==> src/inc/occ_map.svh <==
// register offsets, field positions, reset values for the output compare channel
`ifndef OCC_MAP_SVH
`define OCC_MAP_SVH
// ----------------------------------------
// byte offsets
// ----------------------------------------
`define OCC_CTRL_OFS 12'h000
`define OCC_PRI_OFS 12'h004
`define OCC_SEC_OFS 12'h008
`define OCC_CFG_OFS 12'h00c
`define OCC_STS_OFS 12'h010
`define OCC_CLR_OFS 12'h014
`define OCC_IEN_OFS 12'h018
// ----------------------------------------
// decoded register index
// ----------------------------------------
`define OCC_IDX_CTRL 3'd0
`define OCC_IDX_PRI 3'd1
`define OCC_IDX_SEC 3'd2
`define OCC_IDX_CFG 3'd3
`define OCC_IDX_STS 3'd4
`define OCC_IDX_CLR 3'd5
`define OCC_IDX_IEN 3'd6
`define OCC_IDX_NONE 3'd7
// ----------------------------------------
// control fields
// ----------------------------------------
`define OCC_IDLE_BIT 13
`define OCC_FLT_BIT 4
`define OCC_MODE_MSB 2
`define OCC_MODE_LSB 0
`define OCC_TSEL_BIT 0
`define OCC_EVT_BIT 0
// ----------------------------------------
// reset values
// ----------------------------------------
`define OCC_CMP_RST 16'h0000
`define OCC_RDATA_RST 32'h0000_0000
`endif

==> src/inc/occ_pkg.sv <==
// types shared by the output compare channel
package occ_pkg;
  // codes follow declaration order: 000 .. 111
  typedef enum logic [2:0] {
    mode_off,
    mode_rise,
    mode_fall,
    mode_toggle,
    mode_one_pulse,
    mode_pulse_train,
    mode_pwm,
    mode_pwm_fault
  } mode_t;

  typedef struct packed {
    logic idle_stop;
    mode_t mode;
    logic flt;
    logic tsel;
    logic [15:0] pri;
    logic [15:0] sec;
    logic [15:0] duty;
    logic out;
    mode_t last_mode;
    logic done;
    logic flt_n_prev;
    logic sts;
    logic ien;
    logic [31:0] rdata;
  } state_t;
endpackage : occ_pkg

==> src/compare_match_unit.sv <==
// one-cycle match pulse when a timer steps onto a compare value
`timescale 1ns/1ps
module compare_match_unit #(
  parameter int W = 16
) (
  input wire logic pclk,
  input wire logic presetn,
  input wire logic [W-1:0] count,
  input wire logic [W-1:0] cmp,
  output logic hit
);
  import occ_pkg::*;

  typedef struct packed {
    logic [W-1:0] prev;
    logic hit;
  } match_state_t;

  match_state_t m_ff;
  match_state_t nxt_m;

  if (W < 2 || W > 16) begin : g_chk
    $error("compare_match_unit: W must lie in 2..16");
  end

  // ----------------------------------------
  // match detect
  // ----------------------------------------
  // a timer held on one value for many clocks gives only one match
  always_comb begin
    nxt_m = m_ff;
    nxt_m.prev = count;
    nxt_m.hit = (count == cmp) && (count != m_ff.prev);
  end

  always_ff @(posedge pclk or negedge presetn) begin
    if (!presetn) begin
      m_ff <= '0;
    end else begin
      m_ff <= nxt_m;
    end
  end

  assign hit = m_ff.hit;
endmodule : compare_match_unit

==> src/output_compare_channel.sv <==
// output compare channel with apb registers and interrupt
//
// Overview of operation
// - idle-stop bit set: channel halts while cpu is idle
// - fault flag set by hardware on fault, cleared only by hardware
// - fault flag updated only in mode 111, otherwise held clear
// - mode 111: pwm on output pin with fault input watched
// - mode 110: pwm on output pin, fault input ignored
// - mode 101: start low, then continuous pulses from compare matches
// - mode 100: start low, then exactly one pulse from compare matches
// - mode 011: each match inverts the pin, starting level kept
// - mode 010: start high, match drives pin low
// - mode 001: start low, match drives pin high
// - mode 000: disabled, no compares, pin back to general purpose
// - control bits 15-14, 12-5 and 3 read as zero
// - time base is one of two timers, chosen by configuration
// - fault in mode 111 puts output pin in high impedance
// - interrupt on mode-specific output edge in modes 001-101, fault onset in 111, none in 110
//
// The APB register port and the register offsets were decided locally.
`timescale 1ns/1ps
`include "occ_map.svh"
module output_compare_channel #(
  parameter int AW = 12
) (
  input wire logic pclk,
  input wire logic presetn,
  input wire logic psel,
  input wire logic penable,
  input wire logic pwrite,
  input wire logic [AW-1:0] paddr,
  input wire logic [31:0] pwdata,
  output logic [31:0] prdata,
  output logic pready,
  output logic pslverr,
  input wire logic [15:0] tmr_a_count,
  input wire logic tmr_a_rollover,
  input wire logic [15:0] tmr_b_count,
  input wire logic tmr_b_rollover,
  input wire logic cpu_idle,
  input wire logic compare_fault_input_n,
  output logic compare_output_pin_o,
  output logic compare_output_pin_oe_n,
  output logic gpio_owned,
  output logic irq
);
  import occ_pkg::*;

  state_t s_ff;
  state_t nxt_s;
  logic [15:0] tcount;
  logic [15:0] cmp_a;
  logic hit_a;
  logic hit_b;
  logic roll;
  logic run;
  logic steady;
  logic wr;
  logic [2:0] idx;
  logic ev;
  logic rise;
  logic fall;

  if (AW < 5 || AW > 32) begin : g_chk
    $error("output_compare_channel: AW must lie in 5..32");
  end

  function automatic logic [2:0] decode(input logic [AW-1:0] a);
    logic [31:0] wide;
    logic [11:0] lo;
    wide = 32'(a);
    lo = wide[11:0];
    // any address bit above the register window marks an unmapped access
    if (wide[31:12] != 20'h00000) begin
      return `OCC_IDX_NONE;
    end else if (lo == `OCC_CTRL_OFS) begin
      return `OCC_IDX_CTRL;
    end else if (lo == `OCC_PRI_OFS) begin
      return `OCC_IDX_PRI;
    end else if (lo == `OCC_SEC_OFS) begin
      return `OCC_IDX_SEC;
    end else if (lo == `OCC_CFG_OFS) begin
      return `OCC_IDX_CFG;
    end else if (lo == `OCC_STS_OFS) begin
      return `OCC_IDX_STS;
    end else if (lo == `OCC_CLR_OFS) begin
      return `OCC_IDX_CLR;
    end else if (lo == `OCC_IEN_OFS) begin
      return `OCC_IDX_IEN;
    end else begin
      return `OCC_IDX_NONE;
    end
  endfunction : decode

  function automatic logic is_pwm(input mode_t m);
    return (m == mode_pwm) || (m == mode_pwm_fault);
  endfunction : is_pwm

  // ----------------------------------------
  // time base and compare
  // ----------------------------------------
  assign tcount = s_ff.tsel ? tmr_b_count : tmr_a_count;
  assign roll = s_ff.tsel ? tmr_b_rollover : tmr_a_rollover;
  // pwm compares against the latched duty, other modes against primary
  assign cmp_a = is_pwm(s_ff.mode) ? s_ff.duty : s_ff.pri;

  compare_match_unit #(.W(16)) u_match_a (
    .pclk(pclk),
    .presetn(presetn),
    .count(tcount),
    .cmp(cmp_a),
    .hit(hit_a)
  );

  compare_match_unit #(.W(16)) u_match_b (
    .pclk(pclk),
    .presetn(presetn),
    .count(tcount),
    .cmp(s_ff.sec),
    .hit(hit_b)
  );

  assign idx = decode(paddr);
  assign wr = psel && penable && pwrite;
  assign run = !(s_ff.idle_stop && cpu_idle);
  assign steady = (s_ff.mode == s_ff.last_mode);

  // ----------------------------------------
  // next state
  // ----------------------------------------
  always_comb begin
    nxt_s = s_ff;
    rise = 1'b0;
    fall = 1'b0;
    ev = 1'b0;
    // mode entry sets the starting level one clock after the write
    if (!steady) begin
      nxt_s.last_mode = s_ff.mode;
      nxt_s.done = 1'b0;
      nxt_s.duty = s_ff.pri;
      case (s_ff.mode)
        mode_rise: nxt_s.out = 1'b0;
        mode_fall: nxt_s.out = 1'b1;
        mode_toggle: nxt_s.out = s_ff.out;
        mode_one_pulse: nxt_s.out = 1'b0;
        mode_pulse_train: nxt_s.out = 1'b0;
        mode_pwm: nxt_s.out = (s_ff.pri != 16'h0000);
        mode_pwm_fault: nxt_s.out = (s_ff.pri != 16'h0000);
        default: nxt_s.out = 1'b0;
      endcase
    end else if (run) begin
      case (s_ff.mode)
        mode_rise: begin
          if (hit_a) begin
            nxt_s.out = 1'b1;
          end
        end
        mode_fall: begin
          if (hit_a) begin
            nxt_s.out = 1'b0;
          end
        end
        mode_toggle: begin
          if (hit_a) begin
            nxt_s.out = !s_ff.out;
          end
        end
        mode_one_pulse, mode_pulse_train: begin
          if (!s_ff.done) begin
            if (hit_a) begin
              nxt_s.out = 1'b1;
            end
            if (hit_b) begin
              nxt_s.out = 1'b0;
              nxt_s.done = (s_ff.mode == mode_one_pulse);
            end
          end
        end
        mode_pwm, mode_pwm_fault: begin
          if (hit_a) begin
            nxt_s.out = 1'b0;
          end
          // rollover wins over a duty match in the same clock
          if (roll) begin
            nxt_s.duty = s_ff.sec;
            nxt_s.out = (s_ff.sec != 16'h0000);
          end
          if (s_ff.mode == mode_pwm_fault) begin
            if (!compare_fault_input_n) begin
              nxt_s.flt = 1'b1;
            end else if (roll) begin
              nxt_s.flt = 1'b0;
            end
          end
        end
        default: ;
      endcase
    end
    rise = nxt_s.out && !s_ff.out;
    fall = !nxt_s.out && s_ff.out;
    if (steady && run) begin
      case (s_ff.mode)
        mode_rise: ev = rise;
        mode_fall, mode_one_pulse, mode_pulse_train: ev = fall;
        mode_toggle: ev = rise || fall;
        mode_pwm_fault: ev = s_ff.flt_n_prev && !compare_fault_input_n;
        default: ev = 1'b0;
      endcase
    end
    nxt_s.flt_n_prev = compare_fault_input_n;
    // a new event beats a clear in the same clock
    nxt_s.sts = (s_ff.sts && !(wr && idx == `OCC_IDX_CLR && pwdata[`OCC_EVT_BIT])) || ev;
    // register writes
    if (wr) begin
      case (idx)
        `OCC_IDX_CTRL: begin
          nxt_s.idle_stop = pwdata[`OCC_IDLE_BIT];
          nxt_s.mode = mode_t'(pwdata[`OCC_MODE_MSB:`OCC_MODE_LSB]);
        end
        `OCC_IDX_PRI: nxt_s.pri = pwdata[15:0];
        `OCC_IDX_SEC: nxt_s.sec = pwdata[15:0];
        `OCC_IDX_CFG: nxt_s.tsel = pwdata[`OCC_TSEL_BIT];
        `OCC_IDX_IEN: nxt_s.ien = pwdata[`OCC_EVT_BIT];
        default: ;
      endcase
    end
    if (nxt_s.mode != mode_pwm_fault) begin
      nxt_s.flt = 1'b0;
    end
    // read data captured in the setup phase
    if (psel && !penable) begin
      case (idx)
        `OCC_IDX_CTRL: begin
          nxt_s.rdata = '0;
          nxt_s.rdata[`OCC_IDLE_BIT] = s_ff.idle_stop;
          nxt_s.rdata[`OCC_FLT_BIT] = s_ff.flt;
          nxt_s.rdata[`OCC_MODE_MSB:`OCC_MODE_LSB] = s_ff.mode;
        end
        `OCC_IDX_PRI: nxt_s.rdata = {16'h0000, s_ff.pri};
        `OCC_IDX_SEC: nxt_s.rdata = {16'h0000, s_ff.sec};
        `OCC_IDX_CFG: nxt_s.rdata = {31'h0000_0000, s_ff.tsel};
        `OCC_IDX_STS: nxt_s.rdata = {31'h0000_0000, s_ff.sts};
        `OCC_IDX_IEN: nxt_s.rdata = {31'h0000_0000, s_ff.ien};
        default: nxt_s.rdata = `OCC_RDATA_RST;
      endcase
    end
  end

  always_ff @(posedge pclk or negedge presetn) begin
    if (!presetn) begin
      s_ff <= '0;
    end else begin
      s_ff <= nxt_s;
    end
  end

  // ----------------------------------------
  // outputs
  // ----------------------------------------
  assign prdata = s_ff.rdata;
  assign pready = 1'b1;
  assign pslverr = psel && penable && (idx == `OCC_IDX_NONE);
  assign compare_output_pin_o = s_ff.out;
  // released while disabled or while a fault holds the pin
  assign compare_output_pin_oe_n = (s_ff.mode == mode_off) || s_ff.flt;
  assign gpio_owned = (s_ff.mode == mode_off);
  assign irq = s_ff.sts && s_ff.ien;
endmodule : output_compare_channel

==> config.mk <==
export PLATFORM = sky130hd
export DESIGN_NAME = output_compare_channel
export DESIGN_NICKNAME = d
export VERILOG_FILES = /design/src/inc/occ_pkg.sv /design/src/compare_match_unit.sv /design/src/output_compare_channel.sv
export VERILOG_INCLUDE_DIRS = /design/src /design/src/inc
export SDC_FILE = /design/constraint.sdc
export NUM_CORES = 1
export LEC_CHECK = 0
export ABC_AREA = 1
export ABC_CLOCK_PERIOD_IN_PS = 2900
export BUFFER_PORTS_ARGS = -buffer_cell sky130_fd_sc_hd__buf_2
export CORE_ASPECT_RATIO = 2
export CORE_MARGIN = 1
export CORE_UTILIZATION = 45
export DETAILED_ROUTE_END_ITERATION = 6
export PLACE_DENSITY = 0.68
export SETUP_SLACK_MARGIN = 0.5
export SYNTH_ARGS = -nofsm -noshare
export SYNTH_HDL_FRONTEND = slang
export SYNTH_SLANG_ARGS = --single-unit
==> constraint.sdc <==
create_clock -name pclk -period 2.9 [get_ports pclk]
set_input_delay 0.58 -clock pclk [delete_from_list [all_inputs] [get_ports pclk]]
set_output_delay 0.58 -clock pclk [all_outputs]
set_load 0.02 [all_outputs]
## After elaboration in Yosys (flattened, before gate mapping)

Cells that the tools add are included.

- Bits of input ports: 85
- Word-level logic and storage cells: 130
- Output and inout port bits: 38
- Register bits: 112

- Reductions and logical operators: 44
- Mux-type cells: 38
- Equality and inequality tests: 31

Operators by type and width:

| kind | count |
|---|---|
| one-hot mux 16 bit (6 select lines) | 1 |
| 2-to-1 mux 17 bit | 3 |
| 2-to-1 mux 16 bit | 3 |
| == test 12 x 5 -> 1 bit (second input constant) | 3 |
| == test 16 bit | 2 |
| nonzero test 16 bit | 2 |
| == test 12 x 4 -> 1 bit (second input constant) | 2 |
| == test 3 bit (second input constant) | 8 |
| 2-to-1 mux 1 bit | 20 |
| 2-to-1 mux 3 bit | 6 |
| != test 16 bit | 1 |
| logical AND 1 bit | 15 |
| == test 12 x 3 -> 1 bit (second input constant) | 1 |
| == test 3 x 2 -> 1 bit (second input constant) | 4 |
| zero test 12 bit | 1 |
| AND reduction 2 bit | 6 |
| == test 3 x 1 -> 1 bit (second input constant) | 2 |
| zero test 1 bit | 6 |
| zero test 3 bit | 2 |
| != test 2 bit (second input constant) | 3 |
| nonzero test 2 bit | 3 |
| one-hot mux 1 bit (5 select lines) | 1 |
| AND reduction 5 bit | 1 |
| logical OR 1 bit | 4 |
| 10 further kinds | 13 |

## Depth between registers and ports, before layout

Gate-level depths: netlist (run 1).

- Depth after elaboration: 14
- Depth in mapped cells: 15
- Mapped depth without buffers: 14

## Hierarchy

From an unflattened synthesis (run 1), not the netlist that was laid out.

- Cells, all modules: 914
- Area total of the unflattened synthesis: 6701.4 um2

Modules (own cells, without submodules):

| module | sequential area each (um2) | area an instance (um2) | times used | cells an instance |
|---|---|---|---|---|
| output_compare_channel | 1951.9 | 4704.5 | 1 | 608 |
| compare_match_unit | 425.4 | 998.5 | 2 | 153 |

## Worst setup path after synthesis (run 1)

Ideal clock, no wire load.

- Kind: flip-flop to flip-flop
- Start point: register s_ff[91] (netlist bit)
- End point: register s_ff[33] (netlist bit)
- Library setup time: 0.095 ns
- Required time: 2.805 ns
- Stages on the path, launching flop included: 14
- Clock period less this slack: 2.099 ns
- Path buffers: 1
- Path slack: 0.801 ns
- Data arrival time: 2.004 ns
- Path through: dfrtp_1 buf_4 inv_1 nand2_1 nor2_1 nor2_1 nor2_1 nor2_1 nand2_1 nand2_1 ha_1 o21ai_0 nor3_1 o31ai_1

RTL lines:

| what | line | RTL |
|---|---|---|
| start, declared | output_compare_channel.sv:49 | `state_t s_ff;` |
| start signal, assigned | output_compare_channel.sv:253 | `s_ff <= nxt_s;` |

==> results.md, run 1 <==
- Area Growth Syn to Fin: 11.3%
- Top-count cell post-synth: nand2_1
- Total Routing Usage GR: between 20% and 30%
- Via count: 5,598
- Worst-path clk slew: 70 ps
- Number of synthesized flops with an enable pin: 0
- Final hold violations: 0
- CP cell instances: inv_1 -> nand3_1 -> nor3_2 -> nand3_1 -> nand2_1 -> nand2_1 -> nand2_1 -> nand2_1 -> ha_1 -> o21ai_0 -> nor3_1 -> o31ai_1
- Initial antenna violation count: 0
- Drt initial violations: between 300 and 400
- Final setup viols: 0
- Vias per std cell: between 5 and 6
- I/O Buffers: 89
- WL final: approximately 16,000 um
- Largest net degree at the start of global routing: 57
- Post-route ant nets: 0
- RSZ-0062 raised after global routing: false
- CP Class: reg -> reg
- Slew of the pin with the lowest slew margin: roughly 630 ps
- Initial Util: 46.0%
- Post-Synthesis Cells: 856
- Worst path slowest cell: dfrtp_1
- Post-place setup slack: between 600 and 700 ps
- FILL cells: 1,332
- Reg area: between 0.002 and 0.0025 mm^2
- Final Max Slew Viols: 0
- Peak supply drop: roughly 0.37 mV
- # IOs: roughly 120
- Most instantiated cells after synthesis: nand2_1 (271), inv_1 (111), o21ai_0 (105), dfrtp_1 (96), nand3_1 (57)
- Top cells by area, synth: dfrtp_1 (40%), nand2_1 (17%), o21ai_0 (8.8%), inv_1 (7.0%), nand3_1 (4.8%)
- Detailed placer's ending HPWL: ~13,000 um
- Clk sink count: 96
- Routed WL per cell: 15.3 um
- Setup tns final: 0 ps
- # diodes: 0
- Drt pass-1 iters: 5
- Die Y: 165 um
- Proportion of layout cells with a drive suffix above 1: 14.9%
- Mapped Area: about 0.006 mm^2
- Post-layout nets: ~1,000
- Rel. slew slack: 57.6%
- CP startpoint kind: register
- Fin crit share: 79.4%
- Minimum clock period: 2300 ps
- Grt total ovfl: 0
- DRC Markers: 0
- Die W: around 83 um
- TritonCTS buffer count: 9
- Vias in the first global route: about 5,400
- Leak: approximately 0.0035 uW
- Max_cap viols: 0
- CTS H-Tree Depth: 3
- Worst setup EP type: register
- Arrival time worst endpoint: 2550 ps
- Power Density: 428 mW/mm^2
- Sequential share of the synthesized area: 40.2%
- Num rows: 59
- CP most frequent cell: nand2_1
- Critical-path maximum fanout: 4
- Clock Latency Late Sink: 340 ps
- Post-CTS setup buffers: 0
- Top cell type by total area after synthesis: dfrtp_1
- Core ar.: 0.0130 mm^2
- Worst min path class: in -> async
- RD Place Congestion: between 0.9 and 1
- Avg Inst Size Synth: 6.98 um^2
- Worst Skew: 5.74 ps
- Clock tree buffer depth: 2
- Setup slack, reg-to-reg: 600 ps
- Share of the synthesized area in the top cell type: 40.2%
- Die ar.: between 0.01 and 0.015 mm^2
- Most common flop cell mapped by yosys: dfrtp_1
- Status: finished clean
- #FFs+latches synth: 96
- Synth cell types: 36
- First-pass GRT wire length: ~27,000 um
- Syn. warnings: 0
- Max frequency: roughly 0.43 GHz
- Area of the multi-input gates: around 0.0028 mm^2
- Core Util, Final: between 50% and 60%
- Setup ws final: slightly below 600 ps
- Worst Path Required: roughly 3100 ps
- Root buffer cell: clkbuf_16
- Post-synth ARST share: 100%
- TritonCTS clock tree: yes
- Crit-path max cell delay: 420 ps
worst max-delay path: cells and delay by family (launching register included):
family	cells	cell delay (ps)
compound gates	2	450
fa+ha+maj	1	280
buf+inv	1	180
flops	1	420
simple gates	8	880
flip-flops by register name, indices dropped and copies added (netlist names):
| name | cells |
|---|---|
| compare_output_pin_o | 1 |
| prdata | 16 |
| s_ff | 61 |
| u_match_a.hit | 1 |
| u_match_b.hit | 1 |
| u_match_b.m_ff | 16 |
power by group:
| part | internal, uW | switching [uW] | total (uW) | leakage, uW |
|---|---|---|---|---|
| Sequential | 1360 | 12.0 | 1370 | 0.00126 |
| Clock | 674 | 524 | 1200 | 0.000143 |
| Combinational | 91.8 | 185 | 277 | 0.00206 |
| Total | 2120 | 721 | 2840 | 0.00346 |
worst paths after layout:
kind	startpoint	endpoint	depth (start not counted)
max	s_ff[86]	s_ff[33]	12
min	presetn	s_ff[36]	1
max in group asynchronous	presetn	s_ff[79]	2
max reg2reg	s_ff[86]	s_ff[33]	12
min in group pclk	compare_fault_input_n	s_ff[34]	1
min reg2reg	prdata[8]	prdata[8]	2
through the flow:
| stage | power, uW | hold WS [ps] | area, um^2 | cells |
|---|---|---|---|---|
| finish | 2840 | 213 | 6650 | 1074 |
| CTS | 2870 | 234 | 6640 | 1074 |
| global route | 2960 | 258 | 6650 | 1074 |
| floorplan | 1560 | 284 | 6030 | 871 |
| global placement | 1670 | 460 | 6340 | 1058 |
| detailed placement | 1670 | 465 | 6340 | 1058 |
per-layer routing:
metal  vias to the layer above  global-route usage, %  part of all wire, %
li1                       2780                      -                    -
met1                      2583                   27.4                   38
met2                       180                   45.9                   52
met3                        55                   2.50                  3.4
met4                         0                   15.9                  6.4
met5                         -                      0                    0
timing repair:
action / CTS / global route
hold buffers: 0 / 0
hold endpoints to repair: 0 / 0
resized for setup: 0 / 5
endpoints found under the setup margin: 0 / 1
layout make-up:
cell class                 instances  area share [%]
multi-input combinational        593            41.6
clock buffer                      10            3.44
sequential                        96            36.2
tap                              152            2.86
inverter                         115            6.49
clock inverter                     6            1.03
timing repair buffer             102            8.39
layout by cell type (no fill, tap or decap), types with 2 or more instances in the layout:
cell type / instances
nand2_1: 271
inv_1: 110
o21ai_0: 105
dfrtp_1: 93
buf_2: 88
nand3_1: 57
nor2_1: 45
xor2_1: 19
conb_1: 17
o22ai_1: 14
o21ai_1: 13
buf_4: 13
nand4_1: 11
clkbuf_16: 9
a21oi_1: 6
inv_2: 5
nand3_2: 4
nor3_1: 4
ha_1: 4
nand3b_1: 3
dfrtp_2: 3
nor2_4: 2
nor4_1: 2
nand2_2: 2
o211ai_1: 2
or2_2: 2
a211oi_1: 2
clkinv_4: 2
cell families (layout without fill, tap and decap cells):
| family | count (synthesis) | in the layout | synth area share (%) |
|---|---|---|---|
| DFF | 96 | 96 | 40.2 |
| and+or+nand+nor | 405 | 405 | 28.4 |
| xor gates and xnor gates | 20 | 20 | 2.93 |
| other | 2 | 17 | 0.126 |
| adders and majority gates | 4 | 4 | 0.838 |
| buffers and inverters | 182 | 233 | 14.5 |
| AOI/OAI and AO/OA | 147 | 147 | 13.0 |
Power figures use the tool's default switching activity.
==> run 2: changes to the inputs <==
- ABC_AREA: 1 -> 0
- ABC_CLOCK_PERIOD_IN_PS: 2900 -> 2000
- PLACE_DENSITY: 0.68 -> 0.71
- clock period: 2.9 -> 2 ns (I/O delays scaled with it)
==> run 2 against run 1 <==
  * The run now ends with negative setup slack left
  * Sequential share of layout area is 6.6 points lower
  * Maximum frequency down 8.9%
  * Worst hold slack improved by 17 ps
  * Via count decreased by 10%
==> results.md, run 2 <==
- Critical R2R Capture: s_ff[33] (unchanged)
- Post-synth ARST share: 100% (unchanged)
- Slew of the pin with the lowest slew margin: 543 ps (was 630 ps)
- CP Class: reg -> reg (unchanged)
- Detailed placer's ending HPWL: 12,600 um (was 12,700 um)
- Sw Ratio: 24.8% (was 25.4%)
- Fin crit share: 126% (was 79.4%)
- Status: finished, violations left (was finished clean)
- Avg Inst Size Synth: 10.5 um^2 (was 6.98 um^2)
- First-pass GRT wire length: 27,200 um (was 26,800 um)
- Top-count cell post-synth: dfrtp_1 (was nand2_1)
- Final Max Slew Viols: 0 (unchanged)
- Power share of the combinational group: 16.0% (was 9.7%)
- Post-route ant nets: 0 (unchanged)
- Peak supply drop: 0.488 mV (was 0.371 mV)
- Die Y: 158 um (was 165 um)
- Clk sink count: 96 (unchanged)
- Rel. slew slack: 62.8% (was 57.6%)
- Syn. warnings: 0 (unchanged)
- Arrival time worst endpoint: 2750 ps (was 2550 ps)
- DRC Markers: 0 (unchanged)
- Area after DPL: 0.00684 mm^2 (was 0.00634 mm^2)
- Final setup viols: 6 (was 0)
- Share of the synthesized area in the top cell type: 43.7% (was 40.2%)
- RD Place Congestion: 0.915 (was 0.927)
- Failing checks: negative setup slack
- Min-delay src: compare_fault_input_n
- Most common flop cell mapped by yosys: dfrtp_1 (unchanged)
- Net Sw Power: 1270 uW (was 721 uW)
- CTS H-Tree Depth: 3 (unchanged)
- Vias in the first global route: 5,162 (was 5,393)
- #FFs+latches synth: 96 (unchanged)
- Initial Util: 46.4% (was 46.0%)
- Setup ws final: -528 ps (was 596 ps)
- Hold Path Stages: 1
- R2r startpoint: compare_output_pin_o (was s_ff[86])
- Root buffer cell: clkbuf_16 (unchanged)
- Max frequency: 0.396 GHz (was 0.434 GHz)
- Sequential share of the synthesized area: 43.7% (was 40.2%)
- Setup slack, reg-to-reg: -530 ps (was 600 ps)
- Grt total ovfl: 0 (unchanged)
- Worst Skew: 8.05 ps (was 5.74 ps)
- Most instantiated cells after synthesis: dfrtp_1 (96), mux2i_1 (48), buf_4 (34), xnor2_1 (32) (was nand2_1 (271), inv_1 (111), o21ai_0 (105), dfrtp_1 (96), nand3_1 (57))
- Worst setup EP type: register (unchanged)
- Worst min path class: in -> reg (was in -> async)
- RSZ-0062 raised after global routing: true (was false)
- Via count: 5,024 (was 5,598)
- Core ar.: 0.0118 mm^2 (was 0.0130 mm^2)
- Seq pwr share: 41.2% (was 48.1%)
- Critical-path maximum fanout: 3 (was 4)
- # diodes: 0 (unchanged)
- Mapped Area: 0.00549 mm^2 (was 0.00597 mm^2)
- Power Density: 628 mW/mm^2 (was 428 mW/mm^2)
- Leak: 0.00390 uW (was 0.00346 uW)
- Final hold violations: 0 (unchanged)
- Worst-path clk slew: 70 ps (about the same)
- CP startpoint kind: register (unchanged)
- Drt initial violations: 330 (was 393)
- Clock tree buffer depth: 2 (unchanged)
- Minimum clock period: 2530 ps (was 2300 ps)
- Core Util, Final: 68.6% (was 51.2%)
- Area Growth Syn to Fin: 48.0% (was 11.3%)
- Top cells by area, synth: dfrtp_1 (44%), mux2i_1 (8.7%), xnor2_1 (5.1%), buf_4 (4.6%), mux2_2 (3.7%) (was dfrtp_1 (40%), nand2_1 (17%), o21ai_0 (8.8%), inv_1 (7.0%), nand3_1 (4.8%))
- Hold EP: s_ff[34]
- Die ar.: 0.0127 mm^2 (was 0.0138 mm^2)
- Clock power frac: 42.7% (was 42.1%)
- Top cell type by total area after synthesis: dfrtp_1 (unchanged)
- Post-Synthesis Cells: 524 (was 856)
- Post-place setup slack: -447 ps (was 606 ps)
- WL final: 19,700 um (was 16,500 um)
- Proportion of layout cells with a drive suffix above 1: 51.0% (was 14.9%)
- Routed WL per cell: 22.9 um (was 15.3 um)
- Vias per std cell: 5.84 (was 5.21)
- Initial antenna violation count: 0 (unchanged)
- Total Routing Usage GR: 29.8% (was 25.0%)
- # IOs: 123 (unchanged)
- Post-layout nets: 799 (was 1,006)
- Largest net degree at the start of global routing: 58 (was 57)
- Worst Path Required: 2220 ps (was 3140 ps)
- Final Cell Area: 0.00813 mm^2 (was 0.00665 mm^2)
- Max FFs per register: 61 (unchanged)
- TritonCTS buffer count: 9 (unchanged)
- TritonCTS clock tree: yes (unchanged)
- Crit. Startpoint: compare_output_pin_o (was s_ff[86])
- Total power: 5110 uW (was 2840 uW)
- Number of synthesized flops with an enable pin: 0 (unchanged)
- I/O Buffers: 89 (unchanged)
- Drt pass-1 iters: 5 (unchanged)
- Most common cell after layout, fill and taps aside: buf_4 (was nand2_1)
- Largest reg by FF count: s_ff (unchanged)
- Die W: 80.1 um (was 83.5 um)
- Total internal power: 3840 uW (was 2120 uW)
- Max_cap viols: 0 (unchanged)
- Worst reg2reg path depth: 11 (was 12)
- Most frequent cells in the layout: buf_4 (95), dfrtp_1 (94), buf_2 (82), mux2_4 (38), mux2i_1 (35) (was nand2_1 (271), inv_1 (110), o21ai_0 (105), dfrtp_1 (93), buf_2 (88))
- Clock Latency Late Sink: 350 ps (was 340 ps)
- Synth cell types: 54 (was 36)
- Num rows: 56 (was 59)
==> run 2: cell types whose count changed after synthesis, sizes merged, moves of 11 or more <==
cell / previous run / this run
xnor2: 1 / 32
a22oi: 0 / 12
nand3: 61 / 5
buf: 54 / 43
mux2i: 0 / 48
mux2: 0 / 38
inv: 115 / 21
nor4: 2 / 18
o22ai: 14 / 2
nand2: 273 / 24
nor2: 47 / 27
a21oi: 7 / 27
o21ai: 118 / 26
==> run 2: worst max-delay path by stage <==
stage | endpoint | slack, ps
2_1_floorplan | s_ff[33] | -340
3_3_place_gp | s_ff[33] | -320
3_5_place_dp | s_ff[33] | -450
4_1_cts | s_ff[33] | -420
5_1_grt | s_ff[33] | -630
6_report | s_ff[33] | -530
==> run 2: logic make-up after synthesis <==
kind of cell | Yosys count | synth area share [%]
and+or+nand+nor | 124 | 12.8
DFF | 96 | 43.7
AOI/OAI and AO/OA | 89 | 9.86
muxes | 86 | 17.2
buffers and inverters | 80 | 8.47
xor gates and xnor gates | 43 | 6.86
adders and majority gates | 4 | 0.911
other | 2 | 0.137
==> run 2: repair_timing <==
action | 4_1_cts | 5_1_grt
endpoints found under the hold margin | 13 | 0
pin swaps | 21 | 34
resized for setup | 83 | 66
endpoints found under the setup margin | 74 | 81
hold buffers | 1 | 0
setup buffers | 13 | 13
gates cloned | 2 | 4
==> run 2: power groups by stage <==
| stage | combinational [uW] | clock (uW) | sequential, uW |
|---|---|---|---|
| final | 819 | 2180 | 2100 |
| after global routing | 885 | 2270 | 2110 |
| after CTS | 693 | 2170 | 2100 |
| after detailed placement | 625 | 0 | 2130 |
| after global placement | 600 | 0 | 2120 |
| after floorplan | 349 | 0 | 2120 |
==> run 2: layout make-up <==
| class | instances | area (um^2) |
|---|---|---|
| inverters | 21 | 78.8 |
| repair buffers | 219 | 1760 |
| clock buffers | 10 | 239 |
| multi-input cells | 363 | 3330 |
| clock inverters | 6 | 138 |
| flip-flops and latches | 96 | 2400 |
| fillers | 812 | 3710 |
| well taps | 145 | 181 |
==> run 2: worst max-delay path, cell delays in order, from the launching register on <==
cell and delay [ps]:
dfrtp_2 430, inv_2 80, ha_4 190, mux2_4 270, a21oi_2 160, o22ai_1 120, nand3b_1 190, a21o_1 230
ha_4 280, o22ai_4 70, a221oi_2 270, o31ai_1 110
==> run 2: per-stage QoR <==
stage               hold WS, ps  TNS [ps]  instances
CTS                         209      -557        843
floorplan                   104     -2230        539
global route                243     -1480        860
detailed placement          284     -2960        811
global placement            286     -1450        811
finish                      230      -807        860
==> run 2: layer usage <==
metal / global-route usage, % / vias up / part of all wire (%)
met1: 28.5 / 2484 / 31
met2: 55.4 / 254 / 54
li1: - / 2178 / -
met3: 3.98 / 108 / 5.8
met5: 0 / - / 0
met4: 23.0 / 0 / 9.9
==> run 3: changes to the inputs <==
- SKIP_LAST_GASP: not set -> 1
==> run 3 against run 2 <==
  * The run still ends with negative setup slack left
  * Wire length is 0.38% higher
  * Flip-flop and latch count stayed put
  * Global-route usage is 0.19 points higher
  * Via count is 0.46% higher
  * Utilization is 1.1 points lower
  * Final cell count is 0.12% higher
  * Sequential share of layout area is 0.48 points higher
  * Sequential power hardly changed
  * Maximum frequency is 0.43% higher
  * Setup slack better by 11 ps
  * Combinational power is 4.8% lower
  * Critical endpoint unchanged
  * Largest cell class unchanged
  * Highest routed layer unchanged
==> results.md, run 3 (synthesis gave the netlist of run 2 again) <==
- Post-route ant nets: 0 (unchanged)
- Most frequent cells in the layout: buf_4 (95), dfrtp_1 (93), buf_2 (83), mux2i_1 (37), xnor2_1 (32) (was buf_4 (95), dfrtp_1 (94), buf_2 (82), mux2_4 (38), mux2i_1 (35))
- Min-delay src: compare_fault_input_n (unchanged)
- RSZ-0062 raised after global routing: true (unchanged)
- # IOs: 123 (unchanged)
- Clk sink count: 96 (unchanged)
- Peak supply drop: 0.458 mV (was 0.488 mV)
- Die Y: 158 um (unchanged)
- Most common cell after layout, fill and taps aside: buf_4 (unchanged)
- TritonCTS buffer count: 9 (unchanged)
- Die W: 80.1 um (unchanged)
- Post-layout nets: 800 (was 799)
- Final Cell Area: 0.00800 mm^2 (was 0.00813 mm^2)
- RD Place Congestion: 0.915 (unchanged)
- Seq pwr share: 41.7% (was 41.2%)
- Rel. slew slack: 63.3% (was 62.8%)
- Minimum clock period: 2520 ps (was 2530 ps)
- Total Routing Usage GR: 30.0% (was 29.8%)
- Slew of the pin with the lowest slew margin: 537 ps (was 543 ps)
- First-pass GRT wire length: 27,400 um (was 27,200 um)
- CTS H-Tree Depth: 3 (unchanged)
- I/O Buffers: 89 (unchanged)
- Drt initial violations: 398 (was 330)
- Initial antenna violation count: 0 (unchanged)
- Fin crit share: 126% (about the same)
- Failing checks: negative setup slack (unchanged)
- Largest reg by FF count: s_ff (unchanged)
- Total internal power: 3820 uW (was 3840 uW)
- Worst min path class: in -> reg (unchanged)
- Largest net degree at the start of global routing: 58 (unchanged)
- Setup ws final: -517 ps (was -528 ps)
- Power Density: 630 mW/mm^2 (was 628 mW/mm^2)
- CP Class: reg -> reg (unchanged)
- Routed WL per cell: 23.0 um (was 22.9 um)
- Vias in the first global route: 5,142 (was 5,162)
- TritonCTS clock tree: yes (unchanged)
- Final setup viols: 7 (was 6)
- Max FFs per register: 61 (unchanged)
- Clock power frac: 42.9% (was 42.7%)
- Vias per std cell: 5.86 (was 5.84)
- CP startpoint kind: register (unchanged)
- Drt pass-1 iters: 5 (unchanged)
- Initial Util: 46.4% (unchanged)
- Worst Path Required: 2210 ps (was 2220 ps)
- Die ar.: 0.0127 mm^2 (unchanged)
- Area Growth Syn to Fin: 45.7% (was 48.0%)
- Core ar.: 0.0118 mm^2 (unchanged)
- Status: finished, violations left (unchanged)
- Leak: 0.00384 uW (was 0.00390 uW)
- Grt total ovfl: 0 (unchanged)
- Clock Latency Late Sink: 350 ps (about the same)
- Num rows: 56 (unchanged)
- Worst setup EP type: register (unchanged)
- DRC Markers: 0 (unchanged)
- Final Max Slew Viols: 0 (unchanged)
- Sw Ratio: 24.3% (was 24.8%)
- Worst-path clk slew: 70 ps (about the same)
- Detailed placer's ending HPWL: 12,600 um (unchanged)
- # diodes: 0 (unchanged)
- Via count: 5,047 (was 5,024)
- Total power: 5040 uW (was 5110 uW)
- Worst Skew: 9.95 ps (was 8.05 ps)
- Arrival time worst endpoint: 2730 ps (was 2750 ps)
- Final hold violations: 0 (unchanged)
- R2r startpoint: s_ff[83] (was compare_output_pin_o)
- Proportion of layout cells with a drive suffix above 1: 48.6% (was 51.0%)
- WL final: 19,800 um (was 19,700 um)
- Net Sw Power: 1220 uW (was 1270 uW)
- Clock tree buffer depth: 2 (unchanged)
- Max frequency: 0.397 GHz (was 0.396 GHz)
- Area after DPL: 0.00684 mm^2 (unchanged)
- Critical-path maximum fanout: 2 (was 3)
- Max_cap viols: 0 (unchanged)
- Root buffer cell: clkbuf_16 (unchanged)
- Crit. Startpoint: s_ff[83] (was compare_output_pin_o)
- Power share of the combinational group: 15.5% (was 16.0%)
## run 3: changes by cell type in the layout (fill, tap and decap cells not counted), sizes merged
cell,before,now
bufbuf,0,1
## run 3: cell type report
cell class                 count  area (um^2)
clock buffer                  10          239
inverter                      21         78.8
timing repair buffer         220         1770
fill                         841         3840
multi-input combinational    363         3200
tap                          145          181
sequential                    96         2410
clock inverter                 6          138
## run 3: power groups by stage
stage	combinational (uW)	clock [uW]	sequential, uW
floorplan	349	0	2120
global placement	600	0	2120
detailed placement	625	0	2130
CTS	686	2170	2090
global route	844	2260	2100
finish	780	2160	2100
## run 3: critical path, cell delays in order, from the launching register on
cell	delay, ps
dfrtp_1	400
nor4_1	330
nand4_1	170
nor4_1	340
a2111oi_0	160
a21o_1	220
ha_4	270
o22ai_2	80
a221oi_2	290
o31ai_1	110
## run 3: metal layers
metal | global-route usage, % | part of all wire, % | vias to the layer above
met3 | 4.21 | 5.7 | 100
met5 | 0 | 0 | -
met4 | 22.9 | 9.9 | 0
met2 | 55.9 | 54 | 263
met1 | 28.5 | 31 | 2503
li1 | - | - | 2181
## run 3: metrics by stage
stage	hold slack (ps)	instances	utilization [%]	setup slack [ps]	TNS, ps
2_1_floorplan	104	539	-	-343	-2230
3_3_place_gp	286	811	57.7	-317	-1450
3_5_place_dp	284	811	57.7	-447	-2960
4_1_cts	209	843	63.8	-423	-592
5_1_grt	230	861	67.6	-553	-1740
6_report	219	861	67.6	-517	-846
## run 3: worst paths after layout
path,end,slack (ps),depth (start not counted)
max,s_ff[33],-520,9
min,s_ff[34],220,1
max reg2reg,s_ff[33],-520,9
min reg2reg,prdata[13],480,2
max in group asynchronous,s_ff[83],920,3
min in group asynchronous,s_ff[32],460,2
## run 3: timing repair
action | CTS | global route
setup endpoints to repair | 74 | 81
cloned | 2 | 5
hold buffers | 1 | 0
gates resized for setup | 44 | 72
pin swaps | 17 | 31
endpoints found under the hold margin | 13 | 0
buffers inserted | 13 | 13
